`src/design/tmsr_pkg.sv`:
```
// Package: register map, field layout and mode encodings for the timer mode registers
// Assumes: 32-bit AHB-Lite register bus, word-aligned registers
package tmsr_pkg;

  // ----------------------------------------------------------------
  // Register offsets
  // ----------------------------------------------------------------
  localparam logic [11:0] OFS_MODE_A = 12'h004;
  localparam logic [11:0] OFS_MODE_B = 12'h008;
  localparam logic [11:0] OFS_WIDTH  = 12'h000;
  localparam logic [11:0] OFS_STATUS = 12'h010;

  // ----------------------------------------------------------------
  // Field layout
  // ----------------------------------------------------------------
  localparam int MODE_LSB   = 0;
  localparam int MODE_MSB   = 1;
  localparam int CKIND_BIT  = 2;
  localparam int ALT_BIT    = 3;
  localparam int MODE_REG_W = 4;
  localparam int CFG_W      = 3;

  // ----------------------------------------------------------------
  // Reset values
  // ----------------------------------------------------------------
  localparam logic [3:0] MODE_REG_RST = 4'h0;
  localparam logic [2:0] CFG_RST      = 3'h0;

  // ----------------------------------------------------------------
  // Width configuration and mode encodings
  // ----------------------------------------------------------------
  localparam logic [2:0] CFG_32BIT = 3'h0;

  typedef enum logic [1:0] {
    TMSR_MODE_RSVD     = 2'h0,
    TMSR_MODE_ONESHOT  = 2'h1,
    TMSR_MODE_PERIODIC = 2'h2,
    TMSR_MODE_CAPTURE  = 2'h3
  } tmsr_mode_e;

  typedef enum logic [2:0] {
    TMSR_OP_OFF      = 3'h0,
    TMSR_OP_ONESHOT  = 3'h1,
    TMSR_OP_PERIODIC = 3'h3,
    TMSR_OP_CNT_CAP  = 3'h2,
    TMSR_OP_TIME_CAP = 3'h6,
    TMSR_OP_PWM      = 3'h7
  } tmsr_op_e;

  // AHB encodings
  localparam logic [1:0] HTRANS_NONSEQ = 2'h2;
  localparam logic [1:0] HTRANS_SEQ    = 2'h3;
  localparam logic [2:0] HSIZE_WORD    = 3'h2;

endpackage : tmsr_pkg

```
`src/design/tmsr_mode_if.sv`:
```
// Interface: one sub-timer's raw mode fields and its decoded operation
// Assumes: fields and active driven by the register block, op and rsvd driven by the decoder
`timescale 1ns/1ps
interface tmsr_mode_if;
  logic [3:0]         fields;
  logic               active;
  tmsr_pkg::tmsr_op_e op;
  logic               rsvd;
  modport regs (output fields, output active, input op, input rsvd);
  modport dec  (input fields, input active, output op, output rsvd);
endinterface : tmsr_mode_if

```
`src/design/tmsr_decode.sv`:
```
// Holds: decoder from one sub-timer's mode fields to its operation
// Assumes: fields are stable register outputs
`timescale 1ns/1ps
module tmsr_decode (
  // Mode fields in, operation out
  tmsr_mode_if.dec m
);
  logic [1:0] mode;

  always_comb begin
    mode   = m.fields[tmsr_pkg::MODE_MSB:tmsr_pkg::MODE_LSB];
    m.op   = tmsr_pkg::TMSR_OP_OFF;
    m.rsvd = 1'b0;
    if (m.active) begin
      case (mode)
        tmsr_pkg::TMSR_MODE_ONESHOT:  m.op = tmsr_pkg::TMSR_OP_ONESHOT;
        tmsr_pkg::TMSR_MODE_PERIODIC: begin
          if (m.fields[tmsr_pkg::ALT_BIT]) begin
            m.op = tmsr_pkg::TMSR_OP_PWM;
          end else begin
            m.op = tmsr_pkg::TMSR_OP_PERIODIC;
          end
        end
        tmsr_pkg::TMSR_MODE_CAPTURE: begin
          if (m.fields[tmsr_pkg::ALT_BIT]) begin
            m.op = tmsr_pkg::TMSR_OP_PWM;
          end else if (m.fields[tmsr_pkg::CKIND_BIT]) begin
            m.op = tmsr_pkg::TMSR_OP_TIME_CAP;
          end else begin
            m.op = tmsr_pkg::TMSR_OP_CNT_CAP;
          end
        end
        default: m.rsvd = 1'b1;
      endcase
    end
  end
endmodule : tmsr_decode

```
`src/design/tmsr_top.sv`:
```
// Holds: AHB-Lite register slave for the timer mode registers and mode selection
// Assumes: single-word transfers, hready equals this slave's hreadyout
`timescale 1ns/1ps

// What this block does
// The first mode field decodes 1 to one-shot, 2 to periodic, 3 to capture, and 0 is reserved.
// The selected mode is applied together with the 3-bit width configuration field.
// In 16-bit configuration the first mode field governs only the first sub-timer.
// In 32-bit configuration only the first mode register counts and the second is ignored.
// Software sets alternate 1, capture kind 0 and mode 2 to run the second sub-timer as PWM.
// The second mode register holds alternate select at bit 3, capture kind at 2, mode at 1:0, reset 0.
// Bits 31:4 of the second mode register read as zero and ignore writes.
// Alternate select set means PWM in periodic and capture mode; clear means capture in capture mode, periodic in periodic mode.
// Capture kind select clear means edge-count, set means edge-time.
module tmsr_top (
  // Clock and reset
  input  wire logic        hclk,
  input  wire logic        hresetn,
  // AHB-Lite slave
  input  wire logic        hsel,
  input  wire logic [11:0] haddr,
  input  wire logic [1:0]  htrans,
  input  wire logic        hwrite,
  input  wire logic [2:0]  hsize,
  input  wire logic [31:0] hwdata,
  input  wire logic        hready,
  output logic [31:0]      hrdata,
  output logic             hreadyout,
  output logic             hresp,
  // Decoded operation
  output logic [2:0]       op_first,
  output logic [2:0]       op_second,
  output logic             wide_mode
);

  // ----------------------------------------------------------------
  // Address phase capture
  // ----------------------------------------------------------------
  logic        wr_pend;
  logic        next_wr_pend;
  logic [11:0] wr_addr;
  logic [11:0] next_wr_addr;
  logic        take;

  assign take = hsel && hready && (htrans == tmsr_pkg::HTRANS_NONSEQ || htrans == tmsr_pkg::HTRANS_SEQ);

  always_comb begin
    next_wr_pend = take && hwrite;
    next_wr_addr = take ? haddr : wr_addr;
  end

  always_ff @(posedge hclk or negedge hresetn) begin
    if (!hresetn) begin
      wr_pend <= 1'b0;
      wr_addr <= 12'h000;
    end else begin
      wr_pend <= next_wr_pend;
      wr_addr <= next_wr_addr;
    end
  end

  // ----------------------------------------------------------------
  // Registers
  // ----------------------------------------------------------------
  logic [3:0] mode_a;
  logic [3:0] mode_b;
  logic [2:0] width_cfg;
  logic [3:0] next_mode_a;
  logic [3:0] next_mode_b;
  logic [2:0] next_width_cfg;

  always_comb begin
    next_mode_a    = mode_a;
    next_mode_b    = mode_b;
    next_width_cfg = width_cfg;
    if (wr_pend) begin
      case (wr_addr)
        tmsr_pkg::OFS_MODE_A: next_mode_a = hwdata[3:0];
        tmsr_pkg::OFS_MODE_B: next_mode_b = hwdata[3:0];
        tmsr_pkg::OFS_WIDTH:  next_width_cfg = hwdata[2:0];
        default:              next_mode_a = mode_a;
      endcase
    end
  end

  always_ff @(posedge hclk or negedge hresetn) begin
    if (!hresetn) begin
      mode_a    <= tmsr_pkg::MODE_REG_RST;
      mode_b    <= tmsr_pkg::MODE_REG_RST;
      width_cfg <= tmsr_pkg::CFG_RST;
    end else begin
      mode_a    <= next_mode_a;
      mode_b    <= next_mode_b;
      width_cfg <= next_width_cfg;
    end
  end

  // ----------------------------------------------------------------
  // Mode selection
  // ----------------------------------------------------------------
  logic        wide;
  tmsr_mode_if ma ();
  tmsr_mode_if mb ();

  assign wide      = (width_cfg == tmsr_pkg::CFG_32BIT);
  assign ma.fields = mode_a;
  assign ma.active = 1'b1;
  assign mb.fields = mode_b;
  assign mb.active = !wide;

  tmsr_decode u_dec_a (
    .m (ma)
  );

  tmsr_decode u_dec_b (
    .m (mb)
  );

  // ----------------------------------------------------------------
  // Read data and status
  // ----------------------------------------------------------------
  logic [31:0] next_hrdata;
  logic [2:0]  next_op_first;
  logic [2:0]  next_op_second;

  always_comb begin
    next_hrdata = 32'h0000_0000;
    if (take && !hwrite) begin
      case (haddr)
        tmsr_pkg::OFS_MODE_A: next_hrdata = {28'h000_0000, mode_a};
        tmsr_pkg::OFS_MODE_B: next_hrdata = {28'h000_0000, mode_b};
        tmsr_pkg::OFS_WIDTH:  next_hrdata = {29'h0, width_cfg};
        tmsr_pkg::OFS_STATUS: next_hrdata = {24'h00_0000, mb.rsvd, ma.rsvd, op_second, op_first};
        default:              next_hrdata = 32'h0000_0000;
      endcase
    end
    next_op_first  = ma.op;
    next_op_second = wide ? tmsr_pkg::TMSR_OP_OFF : mb.op;
  end

  always_ff @(posedge hclk or negedge hresetn) begin
    if (!hresetn) begin
      hrdata    <= 32'h0000_0000;
      op_first  <= 3'h0;
      op_second <= 3'h0;
      wide_mode <= 1'b1;
    end else begin
      hrdata    <= next_hrdata;
      op_first  <= next_op_first;
      op_second <= next_op_second;
      wide_mode <= wide;
    end
  end

  assign hreadyout = 1'b1;
  assign hresp     = 1'b0;

endmodule : tmsr_top

```
`config.mk`:
```
export PLATFORM = sky130hd
export DESIGN_NAME = tmsr_top
export DESIGN_NICKNAME = d
export VERILOG_FILES = /design/src/design/tmsr_pkg.sv /design/src/design/tmsr_mode_if.sv /design/src/design/tmsr_decode.sv /design/src/design/tmsr_top.sv
export SDC_FILE = /design/constraint.sdc
export NUM_CORES = 1
export LEC_CHECK = 0
export ABC_AREA = 1
export BUFFER_PORTS_ARGS = -buffer_cell sky130_fd_sc_hd__buf_2
export CAP_MARGIN = 10
export CELL_PAD_IN_SITES_DETAIL_PLACEMENT = 0
export CELL_PAD_IN_SITES_GLOBAL_PLACEMENT = 1
export CORE_MARGIN = 3
export CORE_UTILIZATION = 33
export CTS_CLUSTER_SIZE = 25
export DETAILED_ROUTE_END_ITERATION = 6
export PLACE_DENSITY_LB_ADDON = 0.1
export SLEW_MARGIN = 20
export SYNTH_ARGS = -nofsm -noshare
export SYNTH_HDL_FRONTEND = slang
export SYNTH_HIERARCHICAL = 1
export SYNTH_SLANG_ARGS = --single-unit
```
`constraint.sdc`:
```
create_clock -name hclk -period 1.53 [get_ports hclk]
set_input_delay 0.153 -clock hclk [delete_from_list [all_inputs] [get_ports hclk]]
set_output_delay 0.153 -clock hclk [all_outputs]
set_load 0.05 [all_outputs]
```
==> summary.md <==
| Metric | Value |
|---|---|
| Status | `completed` |
| Period minus WS final | `1.30 ns` |
| Logic pwr share | `between 10% and 20%` |
| Most frequent cell after synthesis | `nand2_1` |
| Top Layer Used | `met4` |
| Switching share of total power | `26.9%` |
| CTS resizes | `0` |
| NetSw | `0.000669 W` |
| CTS tree | `yes` |
| Reg2reg start | `wr_addr[1]` |
| #FFs+latches synth | `39` |
| Setup Viol. Count Final | `0` |
| Synth top area cells | `dfrtp_1 47%, buf_4 10%, nand2_1 7.8%, nor2_1 6.3%, o21ai_1 4.2%` |
| FILL cells | `587` |
| Grt total ovfl | `0` |
| Worst Reg-to-Reg Cells | `5` |
| Sequential fraction of the synthesis area | `roughly 48%` |
| Synth-to-layout area growth | `16.8%` |
| PortBufs | `36` |
| DP Area | `2210 um2` |
| Antenna-violating nets left | `0` |
| Rows | `27` |
| Die height | `84.2 um` |
| Internal | `0.00182 W` |
| Clock Latency Late Sink | `0.29 ns` |
| Syn Inst Count | `235` |
| Root buf cell | `clkbuf_8` |
| Post-route cell area | `2350 um2` |
| Max Clk Rate | `771 MHz` |
| Area fraction of the dominant cell type after synthesis | `47.2%` |
| Routed wl met2 | `~1.8 mm` |
| CP Capture Type | `flip-flop` |
| Via Count | `between 1000 and 1500` |
| Num ports | `between 90 and 100` |
| Crit path max fanout | `6` |
| Final Cycle Share | `84.8%` |
| Max-cap check violation count | `0` |
| Tot GR Track Use | `12.0%` |
| Final Hold Fails | `0` |
| Residual DRC count | `0` |
| Setup crit end | `width_cfg[0]` |
| Min-delay worst type | `input pin to flip-flop` |
| Fin Clk Skew | `0.00576 ns` |
| Mean Syn Cell Area | `8.58 um2` |
| Sequential Power Share | `45.1%` |
| Pwr Density | `1060 nW/um2` |
| Core box area | `between 5000 and 6000 um2` |
| Die area | `7080 um2` |
| Critical path arrival | `1.48 ns` |
| Max-slew violation count | `0` |
| Largest net degree at the start of global routing | `22` |
| Data required time of the critical path | `1.71 ns` |
| Drt pass-1 iters | `4` |
| Ys flop type | `dfrtp_1` |
| Layout cells sized above 1 | `25.6%` |
| Drt total wl | `between 4 and 5 mm` |
| Clock buffer count from CTS | `5` |
| Critical path class | `flip-flop to flip-flop` |
| Largest area contributor in the netlist | `dfrtp_1` |
| Flop2flop setup slack | `0.23 ns` |
| Nets | `334` |
| Ys Warns | `6` |
| Met1 wire length | `1.86 mm` |
| Clock share of power | `40.7%` |
| Hpwl dp | `3.21 mm` |
| Synth Cell Area | `2020 um2` |
| WL per Instance | `11.4 um` |
| Unrepaired setup endpoints after global routing | `false` |
| Clock sink count | `39` |
| Diode count | `0` |
| Initial cell density of the core | `35.3%` |
| Met3 WL | `between 200 and 300 um` |
| Post-synth EDFFs | `0` |
| Postcts setup bufs | `0` |
| Clk slew on worst S/H paths | `0.08 ns` |
| Clock H-tree levels | `2` |
| Cell variety after synth | `28` |
| Worst setup path startpoint | `wr_addr[1]` |
| DR iter-0 viols | `57` |
| Critical Path Start Type | `flip-flop` |
| Max VDD drop | `roughly 0.44 mV` |
| RD Place Congestion | `0.756` |
| Die width | `84.2 um` |
| Vias per std cell | `4.21` |
| Ys async rst share | `100%` |
| Antenna violations before repair | `0` |
| Reg-to-Reg End | `width_cfg[0]` |
| Setup Total Neg Slack | `0 ns` |
| Leakage power | `~1.3 nW` |
| Vias in the first global route | `1401` |
| Maximum buffer depth of the clock tree | `2` |
| Post-synth top cells | `42 x nand2_1, 38 x dfrtp_1, 34 x nor2_1, 27 x buf_4, 20 x inv_1` |
| First-pass GRT wire length | `between 6 and 7 mm` |
-- per-layer routing --
layer  up-vias  GRT usage, %
met4         0          4.39
met5         -             0
met2        52          19.7
li1        768             -
met3         7          3.14
met1       658          15.3
-- sequential cells by signal, summed over array words and instances (netlist names) --
name,flops
hrdata,8
ma.fields,4
mb.fields,4
op_first,3
op_second,3
wide_mode,1
width_cfg,3
wr_addr,12
wr_pend,1
-- cells in the final DEF (no fill, tap or decap), types with 3 or more instances in the layout --
master / instances
inv_2: 4
nand2_1: 42
a21oi_1: 6
clkbuf_8: 5
inv_1: 20
nor2_1: 34
nor2_2: 4
o21ai_1: 17
dfrtp_1: 38
nand3_2: 3
buf_2: 36
conb_1: 29
nor2_4: 4
nand3_1: 15
-- power groups by stage --
stage                     Sequential (W)  Clock [W]  Combinational (W)
after global routing             0.00113    0.00107           0.000386
after global placement           0.00114          0           0.000352
after CTS                        0.00112    0.00103           0.000358
after detailed placement         0.00114          0           0.000356
after floorplan                  0.00115          0           0.000308
final                            0.00112    0.00101           0.000353
-- area by class of cell --
class	instances	area [um2]	area share (%)
well taps	72	90.1	3.83
repair buffers	40	225	9.57
flip-flops and latches	39	977	41.5
clock inverters	2	60.1	2.55
inverters	24	90.1	3.83
multi-input cells	170	838	35.6
clock buffers	6	72.6	3.08
-- metrics by stage --
stage	utilization [%]	total power [W]	setup slack [ns]	hold slack, ns	instances
4_1_cts	41.2	0.00251	0.208	0.0750	353
2_1_floorplan	-	0.00146	0.331	-0.143	262
3_3_place_gp	38.7	0.00149	0.234	0.123	344
5_1_grt	41.2	0.00259	0.120	0.0712	353
6_report	41.2	0.00249	0.233	0.0834	353
3_5_place_dp	38.7	0.00150	0.219	0.129	344
-- cells by family after synthesis --
logic type	count (synthesis)	synth area share, %
other	2	0.373
and+or+nand+nor	113	28.4
DFF	39	48.5
buffers and inverters	53	15.0
muxes	2	1.12
AOI/OAI and AO/OA	26	6.64
-- critical path, stage by stage (launching register included) --
cell and delay, ns:
dfrtp_1 0.39, or2_4 0.27, nor3_4 0.20, nand3_2 0.19, nand2_1 0.09, o21ai_1 0.06
-- timing repair --
item / 4_1_cts / 5_1_grt
hold buffers: 1 / 0
endpoints found under the hold margin: 18 / 0
endpoints found under the setup margin: 0 / 0
-- how the worst min path moves through the flow --
stage | from | endpoint | slack [ns] | depth (start not counted)
after floorplan | hresetn | hrdata[0] | -0.14 | 0
after global placement | hresetn | wr_addr[7] | 0.12 | 1
after detailed placement | hresetn | wr_addr[7] | 0.13 | 1
after CTS | hwrite | wr_pend | 0.08 | 3
after global routing | hwrite | wr_pend | 0.07 | 3
final | hwrite | wr_pend | 0.08 | 3
No activity file was read; power rests on OpenSTA's default activity.
